<file path="src/ccl_consts.svh">
/*
 * Constants for the codec control, latch and time-slot block:
 * instruction codes, control field positions, reset values.
 * Assumes inclusion by bare name from package and design files.
 */
`ifndef CCL_CONSTS_SVH
`define CCL_CONSTS_SVH

// Byte 1 register address field (bits 6..3)
`define CCL_ADDR_CTRL 4'h0
`define CCL_ADDR_LDIR 4'h2
`define CCL_ADDR_LCONT 4'h1
`define CCL_ADDR_TXTS 4'hA
`define CCL_ADDR_RXTS 4'h9
// Byte 1 bit positions
`define CCL_B1_PWR 7
`define CCL_B1_RD 2
`define CCL_B1_TWO 1
// Control register fields
`define CCL_CTL_DIV_HI 7
`define CCL_CTL_DIV_LO 6
`define CCL_CTL_LAW 5
`define CCL_CTL_INV 4
`define CCL_CTL_TIMING 3
`define CCL_CTL_DLOOP 2
`define CCL_CTL_ALOOP 1
`define CCL_CTL_AMP 0
// Assignment fields
`define CCL_TS_EN 7
`define CCL_TS_PORT 6
// Reset values: non-delayed timing, mu-law, normal mode
`define CCL_CTRL_RST 8'h08
`define CCL_LDIR_RST 8'h00
`define CCL_LCONT_RST 8'h00
`define CCL_TS_RST 8'h00
// Slot geometry and latch count
`define CCL_SLOT_BITS 8
`define CCL_NUM_LATCH 6

`endif

</file>
<file path="src/ccl_pkg.sv">
/*
 * Types for the codec control, latch and time-slot block.
 * Assumes ccl_consts.svh is available on the include path.
 */
package ccl_pkg;
    `include "ccl_consts.svh"
    typedef enum logic [1:0] {CCL_MCLK_512K, CCL_MCLK_1536K, CCL_MCLK_2048K,
        CCL_MCLK_4096K} ccl_mclk_t;
    typedef enum logic [1:0] {CCL_LAW_MU, CCL_LAW_A_INV, CCL_LAW_A_PLAIN} ccl_law_t;
    typedef enum logic [1:0] {CCL_MODE_NORMAL, CCL_MODE_DLOOP, CCL_MODE_ALOOP} ccl_mode_t;
endpackage : ccl_pkg

</file>
<file path="src/ccl_codec_ctrl.sv">
/*
 * Codec configuration: serial control port decoder, control register,
 * interface latches and transmit/receive time-slot assignment with
 * PCM shifting and loopback.
 * Assumes cclk, bclk and frame syncs are sampled levels synchronous to
 * clk_i, each high or low for at least two clk_i cycles.
 */
`timescale 1ns/10ps
`include "ccl_consts.svh"

// Function
// [RL1] Control bits 7:6 choose master clock divider 512k, 1.5M, 2.048M, 4.096M.
// [RL2] Bit 5 clear mu-law; set with bit 4 clear A-law inverted; both set plain.
// [RL3] Bit 3 zero delayed, one non-delayed; slot assignment only when delayed.
// [RL4] After reset timing is non-delayed; slot begins at frame sync rise.
// [RL5] Bits 2:1 mode: 00 normal, 1x digital loop, 01 analog loop.
// [RL6] Analog loop feeds transmit input from receive output, gains unchanged.
// [RL7] Digital loop sends receive PCM register in the transmit slot.
// [RL8] In either loop receive decoding keeps driving the analog output.
// [RL9] Bit 0 zero keeps amp on in power-down, one disables it.
// [RL10] Host disables hybrid balance before using analog loopback.
// [RL11] After reset all latches are inputs, pins undriven.
// [RL12] Direction byte bits 7:2 map latches 0..5; one means output.
// [RL13] Host programs unused latches, and latch 5 on small variant, as outputs.
// [RL14] Output latches drive content bits 7:2 for latches 0..5.
// [RL15] Content readback gives pin level for inputs, written level for outputs.
// [RL16] Host writes latch levels first, then direction, at initialisation.
// [RL17] Frame sync marks slot 0; counters count 8-bit slots, up to 64.
// [RL18] Low six assignment bits are slot 0..63, bit 5 most significant.
// [RL19] New assignment takes effect on second frame after chip select release.
// [RL20] Assignment bit 7 clear disables port; bit 6 picks port 0 or 1.
// [RL21] PCM words shift most significant bit first.
// [RL22] Full-scale and zero codes per law follow the coding tables.
// [RL23] Two-byte writes load the target register at the eighth falling clock.
// [RL24] Transmit shifts on rising bit clock, receive samples on falling edge.
module ccl_codec_ctrl
    import ccl_pkg::*;
#(
    parameter int NUM_LATCH = 6,
    parameter int SLOTS = 64
) (
    input wire logic clk_i,
    input wire logic resetn_i,
    input wire logic cclk_i,
    input wire logic cs_n_i,
    input wire logic ctl_data_i,
    output logic ctl_data_o,
    output logic ctl_data_oe_o,
    input wire logic bclk_i,
    input wire logic tx_frame_sync_i,
    input wire logic rx_frame_sync_i,
    input wire logic rx_pcm_port0_i,
    input wire logic rx_pcm_port1_i,
    output logic tx_pcm_port0_o,
    output logic tx_pcm_port0_oe_o,
    output logic tx_pcm_port1_o,
    output logic tx_pcm_port1_oe_o,
    input wire logic [7:0] tx_codec_word_i,
    output logic [7:0] rx_codec_word_o,
    output logic rx_word_valid_o,
    output logic analog_loop_o,
    output logic tx_input_from_rx_o,
    output logic rx_decode_run_o,
    output logic [1:0] mclk_sel_o,
    output logic [1:0] law_o,
    output logic powered_down_state_o,
    output logic amp_off_o,
    input wire logic [NUM_LATCH-1:0] latch_pin_i,
    output logic [NUM_LATCH-1:0] latch_pin_o,
    output logic [NUM_LATCH-1:0] latch_pin_oe_o
);
    ////////////////////////////////////////////////////////////////////////
    // Registers
    logic [7:0] ctrl_reg;
    logic [7:0] ldir_reg;
    logic [7:0] lcont_reg;
    logic [7:0] txts_reg, rxts_reg;
    logic [7:0] txts_act_reg, rxts_act_reg;
    logic [1:0] txts_pend_reg, rxts_pend_reg;
    logic pwr_dn_reg;
    logic cclk_d_reg, bclk_d_reg, fsx_d_reg, fsr_d_reg, cs_d_reg;
    logic [7:0] sh_reg;
    logic [2:0] bcnt_reg;
    logic byte2_reg;
    logic [7:0] b1_reg;
    logic [7:0] rd_reg;
    logic ctl_oe_reg, ctl_do_reg;
    logic [7:0] txsh_reg, rxsh_reg, rxpcm_reg;
    logic tx0_reg, tx0oe_reg, tx1_reg, tx1oe_reg;
    logic rxv_reg;
    logic [NUM_LATCH-1:0] lpin_reg, loe_reg;
    logic [1:0] fsx_since_up_reg;

    ////////////////////////////////////////////////////////////////////////
    // Edge strobes; inputs already synchronous
    wire logic cclk_fall = cclk_d_reg && !cclk_i;
    wire logic cclk_rise = !cclk_d_reg && cclk_i;
    wire logic bclk_rise = !bclk_d_reg && bclk_i;
    wire logic bclk_fall = bclk_d_reg && !bclk_i;
    wire logic fsx_rise = !fsx_d_reg && tx_frame_sync_i;
    wire logic fsr_rise = !fsr_d_reg && rx_frame_sync_i;
    wire logic cs_release = !cs_d_reg && cs_n_i;
    wire logic byte_done = cclk_fall && !cs_n_i && (bcnt_reg == 3'h7);
    wire logic [7:0] byte_in = {sh_reg[6:0], ctl_data_i};
    wire logic [3:0] addr = b1_reg[6:3];
    wire logic is_wr = byte_done && byte2_reg && !b1_reg[`CCL_B1_RD];

    // Control field decoding
    wire logic tsa_mode = !ctrl_reg[`CCL_CTL_TIMING]; // see [RL3]
    wire logic dloop = ctrl_reg[`CCL_CTL_DLOOP]; // see [RL5]
    wire logic aloop = !ctrl_reg[`CCL_CTL_DLOOP] && ctrl_reg[`CCL_CTL_ALOOP]; // see [RL5]
    // Map byte bits 7..2 to latch 0..5 (MSB side is latch 0)
    function automatic logic [NUM_LATCH-1:0] to_latch(input logic [7:0] b);
        logic [NUM_LATCH-1:0] r;
        r = '0;
        for (int i = 0; i < NUM_LATCH; i++) begin
            r[i] = b[7 - i];
        end
        return r;
    endfunction : to_latch

    function automatic logic [7:0] from_latch(input logic [NUM_LATCH-1:0] l);
        logic [7:0] r;
        r = 8'h00;
        for (int i = 0; i < NUM_LATCH; i++) begin
            r[7 - i] = l[i];
        end
        return r;
    endfunction : from_latch

    // Law decoding, bit 4 ignored under mu-law
    function automatic logic [1:0] law_of(input logic [7:0] c);
        ccl_law_t l;
        l = !c[`CCL_CTL_LAW] ? CCL_LAW_MU : (c[`CCL_CTL_INV] ? CCL_LAW_A_PLAIN : CCL_LAW_A_INV);
        return l;
    endfunction : law_of

    wire logic [NUM_LATCH-1:0] lat_dir = to_latch(ldir_reg);
    wire logic [NUM_LATCH-1:0] lat_lvl = to_latch(lcont_reg);
    // Readback mixes sensed inputs and programmed outputs
    wire logic [NUM_LATCH-1:0] lat_rd = (lat_dir & lat_lvl) | (~lat_dir & latch_pin_i); // see [RL15]
    wire logic [7:0] rd_mux =
        (addr == `CCL_ADDR_CTRL) ? ctrl_reg :
        (addr == `CCL_ADDR_LDIR) ? ldir_reg :
        (addr == `CCL_ADDR_LCONT) ? from_latch(lat_rd) :
        (addr == `CCL_ADDR_TXTS) ? txts_reg :
        (addr == `CCL_ADDR_RXTS) ? rxts_reg : 8'h00;

    ////////////////////////////////////////////////////////////////////////
    // Edge history
    always_ff @(posedge clk_i) begin
        if (!resetn_i) begin
            cclk_d_reg <= 1'b0;
            bclk_d_reg <= 1'b0;
            fsx_d_reg <= 1'b0;
            fsr_d_reg <= 1'b0;
            cs_d_reg <= 1'b1;
        end else begin
            cclk_d_reg <= cclk_i;
            bclk_d_reg <= bclk_i;
            fsx_d_reg <= tx_frame_sync_i;
            fsr_d_reg <= rx_frame_sync_i;
            cs_d_reg <= cs_n_i;
        end
    end

    ////////////////////////////////////////////////////////////////////////
    // Serial control port: shift in on falling cclk, MSB first
    always_ff @(posedge clk_i) begin
        if (!resetn_i) begin
            sh_reg <= 8'h00;
            bcnt_reg <= 3'h0;
            byte2_reg <= 1'b0;
            b1_reg <= 8'h00;
            pwr_dn_reg <= 1'b1;
        end else if (cs_n_i) begin
            bcnt_reg <= 3'h0;
        end else if (cclk_fall) begin
            sh_reg <= byte_in;
            bcnt_reg <= bcnt_reg + 3'h1;
            if (bcnt_reg == 3'h7) begin
                if (!byte2_reg) begin
                    b1_reg <= byte_in;
                    pwr_dn_reg <= byte_in[`CCL_B1_PWR];
                    byte2_reg <= byte_in[`CCL_B1_TWO];
                end else begin
                    byte2_reg <= 1'b0;
                end
            end
        end
    end

    // Register loads at eighth falling clock of byte 2
    always_ff @(posedge clk_i) begin
        if (!resetn_i) begin
            ctrl_reg <= `CCL_CTRL_RST; // see [RL4]
            ldir_reg <= `CCL_LDIR_RST; // see [RL11]
            lcont_reg <= `CCL_LCONT_RST;
            txts_reg <= `CCL_TS_RST;
            rxts_reg <= `CCL_TS_RST;
        end else if (is_wr) begin // see [RL23]
            ctrl_reg <= (addr == `CCL_ADDR_CTRL) ? byte_in : ctrl_reg;
            ldir_reg <= (addr == `CCL_ADDR_LDIR) ? {byte_in[7:2], 2'b00} : ldir_reg; // see [RL12]
            lcont_reg <= (addr == `CCL_ADDR_LCONT) ? {byte_in[7:2], 2'b00} : lcont_reg;
            txts_reg <= (addr == `CCL_ADDR_TXTS) ? byte_in : txts_reg;
            rxts_reg <= (addr == `CCL_ADDR_RXTS) ? byte_in : rxts_reg;
        end
    end

    // Readback: clear on first byte done, load at first rising cclk of byte 2, then shift out on rising cclk
    always_ff @(posedge clk_i) begin
        if (!resetn_i) begin
            rd_reg <= 8'h00;
            ctl_oe_reg <= 1'b0;
            ctl_do_reg <= 1'b0;
        end else if (cs_n_i) begin
            ctl_oe_reg <= 1'b0; // Undriven while deselected
        end else if (byte_done && !byte2_reg && byte_in[`CCL_B1_RD]) begin
            rd_reg <= 8'h00;
            ctl_oe_reg <= 1'b0;
        end else if (byte2_reg && b1_reg[`CCL_B1_RD] && cclk_rise) begin
            ctl_do_reg <= (bcnt_reg == 3'h0) ? rd_mux[7] : rd_reg[7];
            rd_reg <= (bcnt_reg == 3'h0) ? {rd_mux[6:0], 1'b0} : {rd_reg[6:0], 1'b0};
            ctl_oe_reg <= 1'b1;
        end
    end

    ////////////////////////////////////////////////////////////////////////
    // Assignment activation: second frame after chip select release
    always_ff @(posedge clk_i) begin
        if (!resetn_i) begin
            txts_pend_reg <= 2'h0;
            rxts_pend_reg <= 2'h0;
            txts_act_reg <= `CCL_TS_RST;
            rxts_act_reg <= `CCL_TS_RST;
        end else begin
            if (cs_release && b1_reg[6:3] == `CCL_ADDR_TXTS && !b1_reg[`CCL_B1_RD]) begin
                txts_pend_reg <= 2'h2;
            end else if (fsx_rise && txts_pend_reg != 2'h0) begin // see [RL19]
                txts_pend_reg <= txts_pend_reg - 2'h1;
                if (txts_pend_reg == 2'h1) txts_act_reg <= txts_reg;
            end
            if (cs_release && b1_reg[6:3] == `CCL_ADDR_RXTS && !b1_reg[`CCL_B1_RD]) begin
                rxts_pend_reg <= 2'h2;
            end else if (fsr_rise && rxts_pend_reg != 2'h0) begin // see [RL19]
                rxts_pend_reg <= rxts_pend_reg - 2'h1;
                if (rxts_pend_reg == 2'h1) rxts_act_reg <= rxts_reg;
            end
        end
    end

    ////////////////////////////////////////////////////////////////////////
    // Slot location per direction
    logic tx_in_slot, rx_in_slot;
    logic [2:0] tx_bit, rx_bit;

    ccl_slot_ctr #(.SLOTS(SLOTS)) u_tx_slot (
        .clk_i(clk_i),
        .resetn_i(resetn_i),
        .bit_tick_i(bclk_fall),
        .fs_start_i(fsx_rise),
        .slot_i(txts_act_reg[5:0]), // see [RL18]
        .tsa_mode_i(tsa_mode),
        .in_slot_o(tx_in_slot),
        .bit_idx_o(tx_bit)
    );

    ccl_slot_ctr #(.SLOTS(SLOTS)) u_rx_slot (
        .clk_i(clk_i),
        .resetn_i(resetn_i),
        .bit_tick_i(bclk_fall),
        .fs_start_i(fsr_rise),
        .slot_i(rxts_act_reg[5:0]), // see [RL18]
        .tsa_mode_i(tsa_mode),
        .in_slot_o(rx_in_slot),
        .bit_idx_o(rx_bit)
    );

    // Port enables; outputs wait for second frame sync after power-up
    wire logic tx_en = txts_act_reg[`CCL_TS_EN] && !pwr_dn_reg && (fsx_since_up_reg == 2'h2);
    wire logic tx_p1 = txts_act_reg[`CCL_TS_PORT]; // see [RL20]
    wire logic rx_en = rxts_act_reg[`CCL_TS_EN];
    wire logic rx_bit_in = rxts_act_reg[`CCL_TS_PORT] ? rx_pcm_port1_i : rx_pcm_port0_i;
    wire logic [7:0] tx_word = dloop ? rxpcm_reg : tx_codec_word_i; // see [RL7]

    ////////////////////////////////////////////////////////////////////////
    // Transmit: shift out MSB first on rising bclk
    always_ff @(posedge clk_i) begin
        if (!resetn_i) begin
            txsh_reg <= 8'h00;
            tx0_reg <= 1'b0;
            tx1_reg <= 1'b0;
            tx0oe_reg <= 1'b0;
            tx1oe_reg <= 1'b0;
            fsx_since_up_reg <= 2'h0;
        end else begin
            if (pwr_dn_reg) fsx_since_up_reg <= 2'h0;
            else if (fsx_rise && fsx_since_up_reg != 2'h2) fsx_since_up_reg <= fsx_since_up_reg + 2'h1;
            if (bclk_rise) begin // see [RL24]
                if (tx_in_slot && tx_en) begin
                    txsh_reg <= (tx_bit == 3'h0) ? {tx_word[6:0], 1'b0} : {txsh_reg[6:0], 1'b0};
                    tx0_reg <= (tx_bit == 3'h0) ? tx_word[7] : txsh_reg[7]; // see [RL21]
                    tx1_reg <= (tx_bit == 3'h0) ? tx_word[7] : txsh_reg[7];
                    tx0oe_reg <= !tx_p1; // see [RL20]
                    tx1oe_reg <= tx_p1;
                end else begin
                    tx0oe_reg <= 1'b0;
                    tx1oe_reg <= 1'b0;
                end
            end
        end
    end

    // Receive: sample on falling bclk, word to decoder at slot end
    always_ff @(posedge clk_i) begin
        if (!resetn_i) begin
            rxsh_reg <= 8'h00;
            rxpcm_reg <= 8'h00;
            rxv_reg <= 1'b0;
        end else begin
            rxv_reg <= 1'b0;
            if (bclk_fall && rx_in_slot && rx_en) begin // see [RL24]
                rxsh_reg <= {rxsh_reg[6:0], rx_bit_in}; // see [RL21]
                if (rx_bit == 3'h7) begin
                    rxpcm_reg <= {rxsh_reg[6:0], rx_bit_in};
                    rxv_reg <= 1'b1; // see [RL8]
                end
            end
        end
    end

    ////////////////////////////////////////////////////////////////////////
    // Latch pins: outputs drive content bits
    always_ff @(posedge clk_i) begin
        if (!resetn_i) begin
            lpin_reg <= '0;
            loe_reg <= '0; // see [RL11]
        end else begin
            lpin_reg <= lat_lvl; // see [RL14]
            loe_reg <= lat_dir;
        end
    end

    ////////////////////////////////////////////////////////////////////////
    // Output assignments, all from flip-flops
    assign ctl_data_o = ctl_do_reg;
    assign ctl_data_oe_o = ctl_oe_reg;
    assign tx_pcm_port0_o = tx0_reg;
    assign tx_pcm_port0_oe_o = tx0oe_reg;
    assign tx_pcm_port1_o = tx1_reg;
    assign tx_pcm_port1_oe_o = tx1oe_reg;
    assign rx_codec_word_o = rxpcm_reg;
    assign rx_word_valid_o = rxv_reg;
    assign mclk_sel_o = ctrl_reg[`CCL_CTL_DIV_HI:`CCL_CTL_DIV_LO]; // see [RL1]
    assign powered_down_state_o = pwr_dn_reg;

    // Decoded status registered so no pin glitches on a control write
    always_ff @(posedge clk_i) begin
        analog_loop_o <= aloop; // see [RL6]
        tx_input_from_rx_o <= aloop; // see [RL6]
        rx_decode_run_o <= !pwr_dn_reg; // Loops never stop decoding, see [RL8]
        law_o <= law_of(ctrl_reg); // Sets the code tables, see [RL2] [RL22]
        amp_off_o <= pwr_dn_reg && ctrl_reg[`CCL_CTL_AMP]; // see [RL9]
    end
    assign latch_pin_o = lpin_reg;
    assign latch_pin_oe_o = loe_reg;

    ////////////////////////////////////////////////////////////////////////
    // Checks
    AST_LATCH_RESET_IN: assert property (@(posedge clk_i) // see [RL11]
        !resetn_i |=> latch_pin_oe_o == '0)
        else $error("latch drove after reset");
    AST_LATCH_DRIVE: assert property (@(posedge clk_i) disable iff (!resetn_i) // see [RL14]
        ##1 latch_pin_oe_o == $past(lat_dir) && latch_pin_o == $past(lat_lvl))
        else $error("latch pin mismatch");
    AST_LDIR_LOW_IGNORED: assert property (@(posedge clk_i) disable iff (!resetn_i) // see [RL12]
        ldir_reg[1:0] == 2'b00)
        else $error("direction low bits stored");
    AST_TIMING_RESET: assert property (@(posedge clk_i) // see [RL4]
        !resetn_i |=> ctrl_reg == `CCL_CTRL_RST && !tsa_mode)
        else $error("reset timing not non-delayed");
    AST_AMP: assert property (@(posedge clk_i) disable iff (!resetn_i) // see [RL9]
        1'b1 |=> amp_off_o == $past(pwr_dn_reg && ctrl_reg[0]))
        else $error("amp control wrong");
    AST_LAW_MU: assert property (@(posedge clk_i) disable iff (!resetn_i) // see [RL2]
        !ctrl_reg[5] |=> law_o == 2'(CCL_LAW_MU))
        else $error("law not mu");
    AST_MODE: assert property (@(posedge clk_i) disable iff (!resetn_i) // see [RL5]
        ctrl_reg[2] |=> !analog_loop_o)
        else $error("digital loop overridden");
    AST_CTRL_WRITE: assert property (@(posedge clk_i) disable iff (!resetn_i) // see [RL23]
        is_wr && addr == `CCL_ADDR_CTRL |=> ctrl_reg == $past(byte_in))
        else $error("control write lost");
    AST_TX_ONE_PORT: assert property (@(posedge clk_i) disable iff (!resetn_i) // see [RL20]
        !(tx_pcm_port0_oe_o && tx_pcm_port1_oe_o))
        else $error("both transmit ports on");
endmodule : ccl_codec_ctrl

</file>
<file path="src/ccl_slot_ctr.sv">
/*
 * One direction's time-slot locator: counts bits and slots from
 * frame sync, compares with the active assignment, or with slot 0 when tsa_mode_i is low.
 * Assumes fs_start_i and bclk edges are pre-sampled strobes in clk_i domain.
 */
`timescale 1ns/10ps
module ccl_slot_ctr
    import ccl_pkg::*;
#(
    parameter int SLOTS = 64
) (
    input wire logic clk_i,
    input wire logic resetn_i,
    input wire logic bit_tick_i,
    input wire logic fs_start_i,
    input wire logic [5:0] slot_i,
    input wire logic tsa_mode_i,
    output logic in_slot_o,
    output logic [2:0] bit_idx_o
);
    logic [2:0] bit_reg;
    logic [5:0] slot_reg;
    logic run_reg;
    wire logic hit = run_reg && (tsa_mode_i ? (slot_reg == slot_i) : (slot_reg == 6'h00));

    // Bit and slot counting from frame start; stops after last slot
    always_ff @(posedge clk_i) begin
        if (!resetn_i) begin
            bit_reg <= 3'h0;
            slot_reg <= 6'h00;
            run_reg <= 1'b0;
        end else if (fs_start_i) begin // see [RL17]
            bit_reg <= 3'h0;
            slot_reg <= 6'h00;
            run_reg <= 1'b1;
        end else if (bit_tick_i && run_reg) begin
            bit_reg <= bit_reg + 3'h1;
            if (bit_reg == 3'h7) begin
                slot_reg <= slot_reg + 6'h01;
                if (slot_reg == 6'(SLOTS - 1)) begin
                    run_reg <= 1'b0;
                end
            end
        end
    end

    assign in_slot_o = hit;
    assign bit_idx_o = bit_reg;

    AST_SLOT_ZERO_AT_FS: assert property (@(posedge clk_i) disable iff (!resetn_i)
        fs_start_i |=> (slot_reg == 6'h00) && (bit_reg == 3'h0) && run_reg) // see [RL17]
        else $error("frame sync did not restart slot 0");
endmodule : ccl_slot_ctr

</file>
<file path="config.mk">
export PLATFORM = sky130hd
export DESIGN_NAME = ccl_codec_ctrl
export DESIGN_NICKNAME = d
export VERILOG_FILES = /design/src/ccl_pkg.sv /design/src/ccl_codec_ctrl.sv /design/src/ccl_slot_ctr.sv
export VERILOG_INCLUDE_DIRS = /design/src
export SDC_FILE = /design/constraint.sdc
export NUM_CORES = 1
export LEC_CHECK = 0
export ABC_CLOCK_PERIOD_IN_PS = 6500
export BUFFER_PORTS_ARGS = -buffer_cell sky130_fd_sc_hd__buf_2
export CAP_MARGIN = 20
export CORE_ASPECT_RATIO = 0.75
export CORE_MARGIN = 10
export CORE_UTILIZATION = 64
export CTS_CLUSTER_DIAMETER = 80
export DETAILED_ROUTE_END_ITERATION = 10
export PLACE_DENSITY_LB_ADDON = 0.05
export SYNTH_ARGS = -nofsm -noshare
export SYNTH_HDL_FRONTEND = slang
export SYNTH_HIERARCHICAL = 1
export SYNTH_SLANG_ARGS = --single-unit
</file>
<file path="constraint.sdc">
create_clock -name clk_i -period 6.5 [get_ports clk_i]
set_clock_uncertainty 0.1 [all_clocks]
set_input_delay 1.625 -clock clk_i [delete_from_list [all_inputs] [get_ports clk_i]]
set_output_delay 1.625 -clock clk_i [all_outputs]
set_load 0.02 [all_outputs]
</file>
==> metrics.txt <==
status completed; n_diodes 0; Synth Area in Compound Gates 0.126; number of global-route vias before repair between 5000 and 6000; first-pass GRT wire length about 26 mm; Post-CTS Resized 0; Final Hold Viols 0; ys flop type dfxtp_1; power per cell area around 250 nW/µm²; Detailed Place HPWL 10.9 mm; Setup TNS 0 ns; # DRC 0; Critical Setup Path Class in2reg; Yosys warning count 6; Clk Tree Root Cell clkbuf_16; Mapped Cells slightly above 700; number of synthesized flops with an enable pin 0; drt pass-1 iters 5; core area between 10000 and 15000 µm²; post-synthesis simple-gate area fraction 0.219; GP Congestion roughly 0.85; Post-synth top cells dfxtp_1, mux2i_1, nand2_1, nor2b_1, a21boi_0; Via density ~5.8; hold-fix buffers at CTS 0; die height between 100 and 150 µm; Tmin final approximately 3.3 ns; initial core utilization 0.659; synthesis-stage register bit count 152; # IOs 60; fill cell count about 750; GR Util All Layers 0.209; VDD IR max between 0.2 and 0.25 mV; Synth Area in XOR/XNOR 0.0283; I/O Buffers 59; TritonCTS clock tree done; worst skew pair latency between 0.4 and 0.5 ns; 1st-iter DRT viols 268; Post-Synth Adder-Cell Area 0.0294; proportion of synthesized area in mux cells 0.112; die footprint 15200 µm²; row count 32; fin cells 895; largest net degree at the start of global routing 65; fin crit share 0.510; main combinational cell family by area after synthesis simple AND/OR/NAND/NOR gates; routed len/inst between 15 and 20 µm; Mapped Area a little under 7000 µm²; setup bufs post-CTS 0; Reg area 3040 µm²; Num CTS Buffers 17; CP Capture Type register; largest cells by area after synthesis dfxtp_1, mux2i_1, nor2b_1; area of the multi-input gates ~3500 µm²; Finished Cell Area about 7700 µm²; Mean Syn Cell Area just under 10 µm²; Die X-Extent 139 µm; Critical Path AT approximately 3.5 ns; leakage power figure just over 3 nW; Cell Area, Placed approximately 7000 µm²; final WL 15.9 mm; RSZ-0062 raised after global routing false; critical path peak fanout 12; Worst Setup Start Kind primary input; share of layout cells above drive strength 1 0.153; post-synthesis cell type count 57; Synth top area share 0.447; DP Cell Count ~860; H-tree depth 4; Layout Nets between 700 and 800; clk slew on worst S/H paths approximately 0.06 ns; Synth-to-Final Area Change 13.2%; Synth area leader dfxtp_1; initial antenna violation count 0; Worst Hold Class reg2reg; most frequent cell after synthesis dfxtp_1; syn nets 745; fmax 302 MHz; Antenna Violating Nets Remaining 0; clk sinks between 150 and 200; Clock Tree Buf Depth 2; grt total ovfl 0; slew at the pin with the worst max-slew slack roughly 1.1 ns; sequential area share after synthesis 0.447; Final Setup Violations 0; critical path required time around 6.7 ns; Synth async-reset ratio 0; Slew HR 0.266; Max Cap Viol 0; routed vias roughly 5200; Slew Limit Fails 0
==> final timing paths <==
| check | startpoint | to | slack (ns) | depth (start not counted) |
|---|---|---|---|---|
| setup / recovery | cs_n_i | txts_reg[2] | 3.18 | 5 |
| hold / removal | rd_reg[2] | rd_reg[2] | 0.37 | 2 |
| setup reg to reg | ctrl_reg[3] | rx_codec_word_o[7] | 3.36 | 8 |
| hold reg to reg | rd_reg[2] | rd_reg[2] | 0.37 | 2 |
==> cells in the final DEF (no fill, tap or decap), types with 3 or more instances in the layout <==
master	count
a21boi_0	31
a21oi_1	23
a221o_1	5
a22o_1	6
and2_1	22
and3_1	3
buf_2	59
clkbuf_16	17
clkbuf_8	3
clkinv_4	5
clkinvlp_4	3
dfxtp_1	152
ha_1	16
inv_1	21
mux2i_1	74
nand2_1	66
nand2b_1	15
nand3_1	14
nand3_2	5
nand3b_1	6
nor2_1	20
nor2b_1	66
nor3_1	4
o211ai_1	8
o21ai_0	28
o22ai_1	5
or3_2	4
or4b_1	3
xnor2_1	12
xor2_1	10
==> cell families (layout without fill, tap and decap cells) <==
kind of cell | count (synthesis) | after routing
adder cells (fa/ha/maj) | 16 | 16
AND/OR/NAND/NOR | 253 | 253
flip-flops | 152 | 152
multiplexers | 76 | 76
AO/OA/AOI/OAI | 126 | 126
buffers and inverters | 60 | 114
XOR/XNOR | 22 | 22
==> critical path, stage by stage <==
cell and delay [ns]:
buf_2 0.16, nor4bb_2 0.92, nand3_2 0.47, mux2i_1 0.28
nor2b_1 0.07
==> metrics by stage <==
| stage | setup slack (ns) | utilization | hold slack [ns] | total power (W) |
|---|---|---|---|---|
| after floorplan | 3.31 | - | 0.328 | 0.000993 |
| after global placement | 2.85 | 0.689 | 0.351 | 0.00101 |
| after detailed placement | 2.79 | 0.689 | 0.358 | 0.00101 |
| after CTS | 3.23 | 0.746 | 0.364 | 0.00197 |
| after global routing | 3.00 | 0.746 | 0.395 | 0.00200 |
| final | 3.18 | 0.746 | 0.365 | 0.00196 |
==> per-layer routing <==
layer | GRT usage | routed length (µm) | share of wire
met2 | 0.323 | 7100 | 0.45
met1 | 0.279 | 7520 | 0.47
met4 | 0.0609 | 218 | 0.014
met5 | 0 | 0 | 0
met3 | 0.0629 | 1080 | 0.068
==> area by class of cell <==
class | instances | area share
timing repair buffer | 61 | 0.0403
multi-input combinational | 493 | 0.456
sequential | 152 | 0.395
tap | 136 | 0.0221
clock buffer | 20 | 0.0606
inverter | 21 | 0.0102
clock inverter | 12 | 0.0154
==> power by group <==
part	switching (W)	leakage, nW	internal [W]
sequential	0.00000415	1.23	0.000934
clock	0.000407	0.279	0.000562
combinational	0.0000289	1.59	0.0000219
Power figures use the tool's default switching activity.
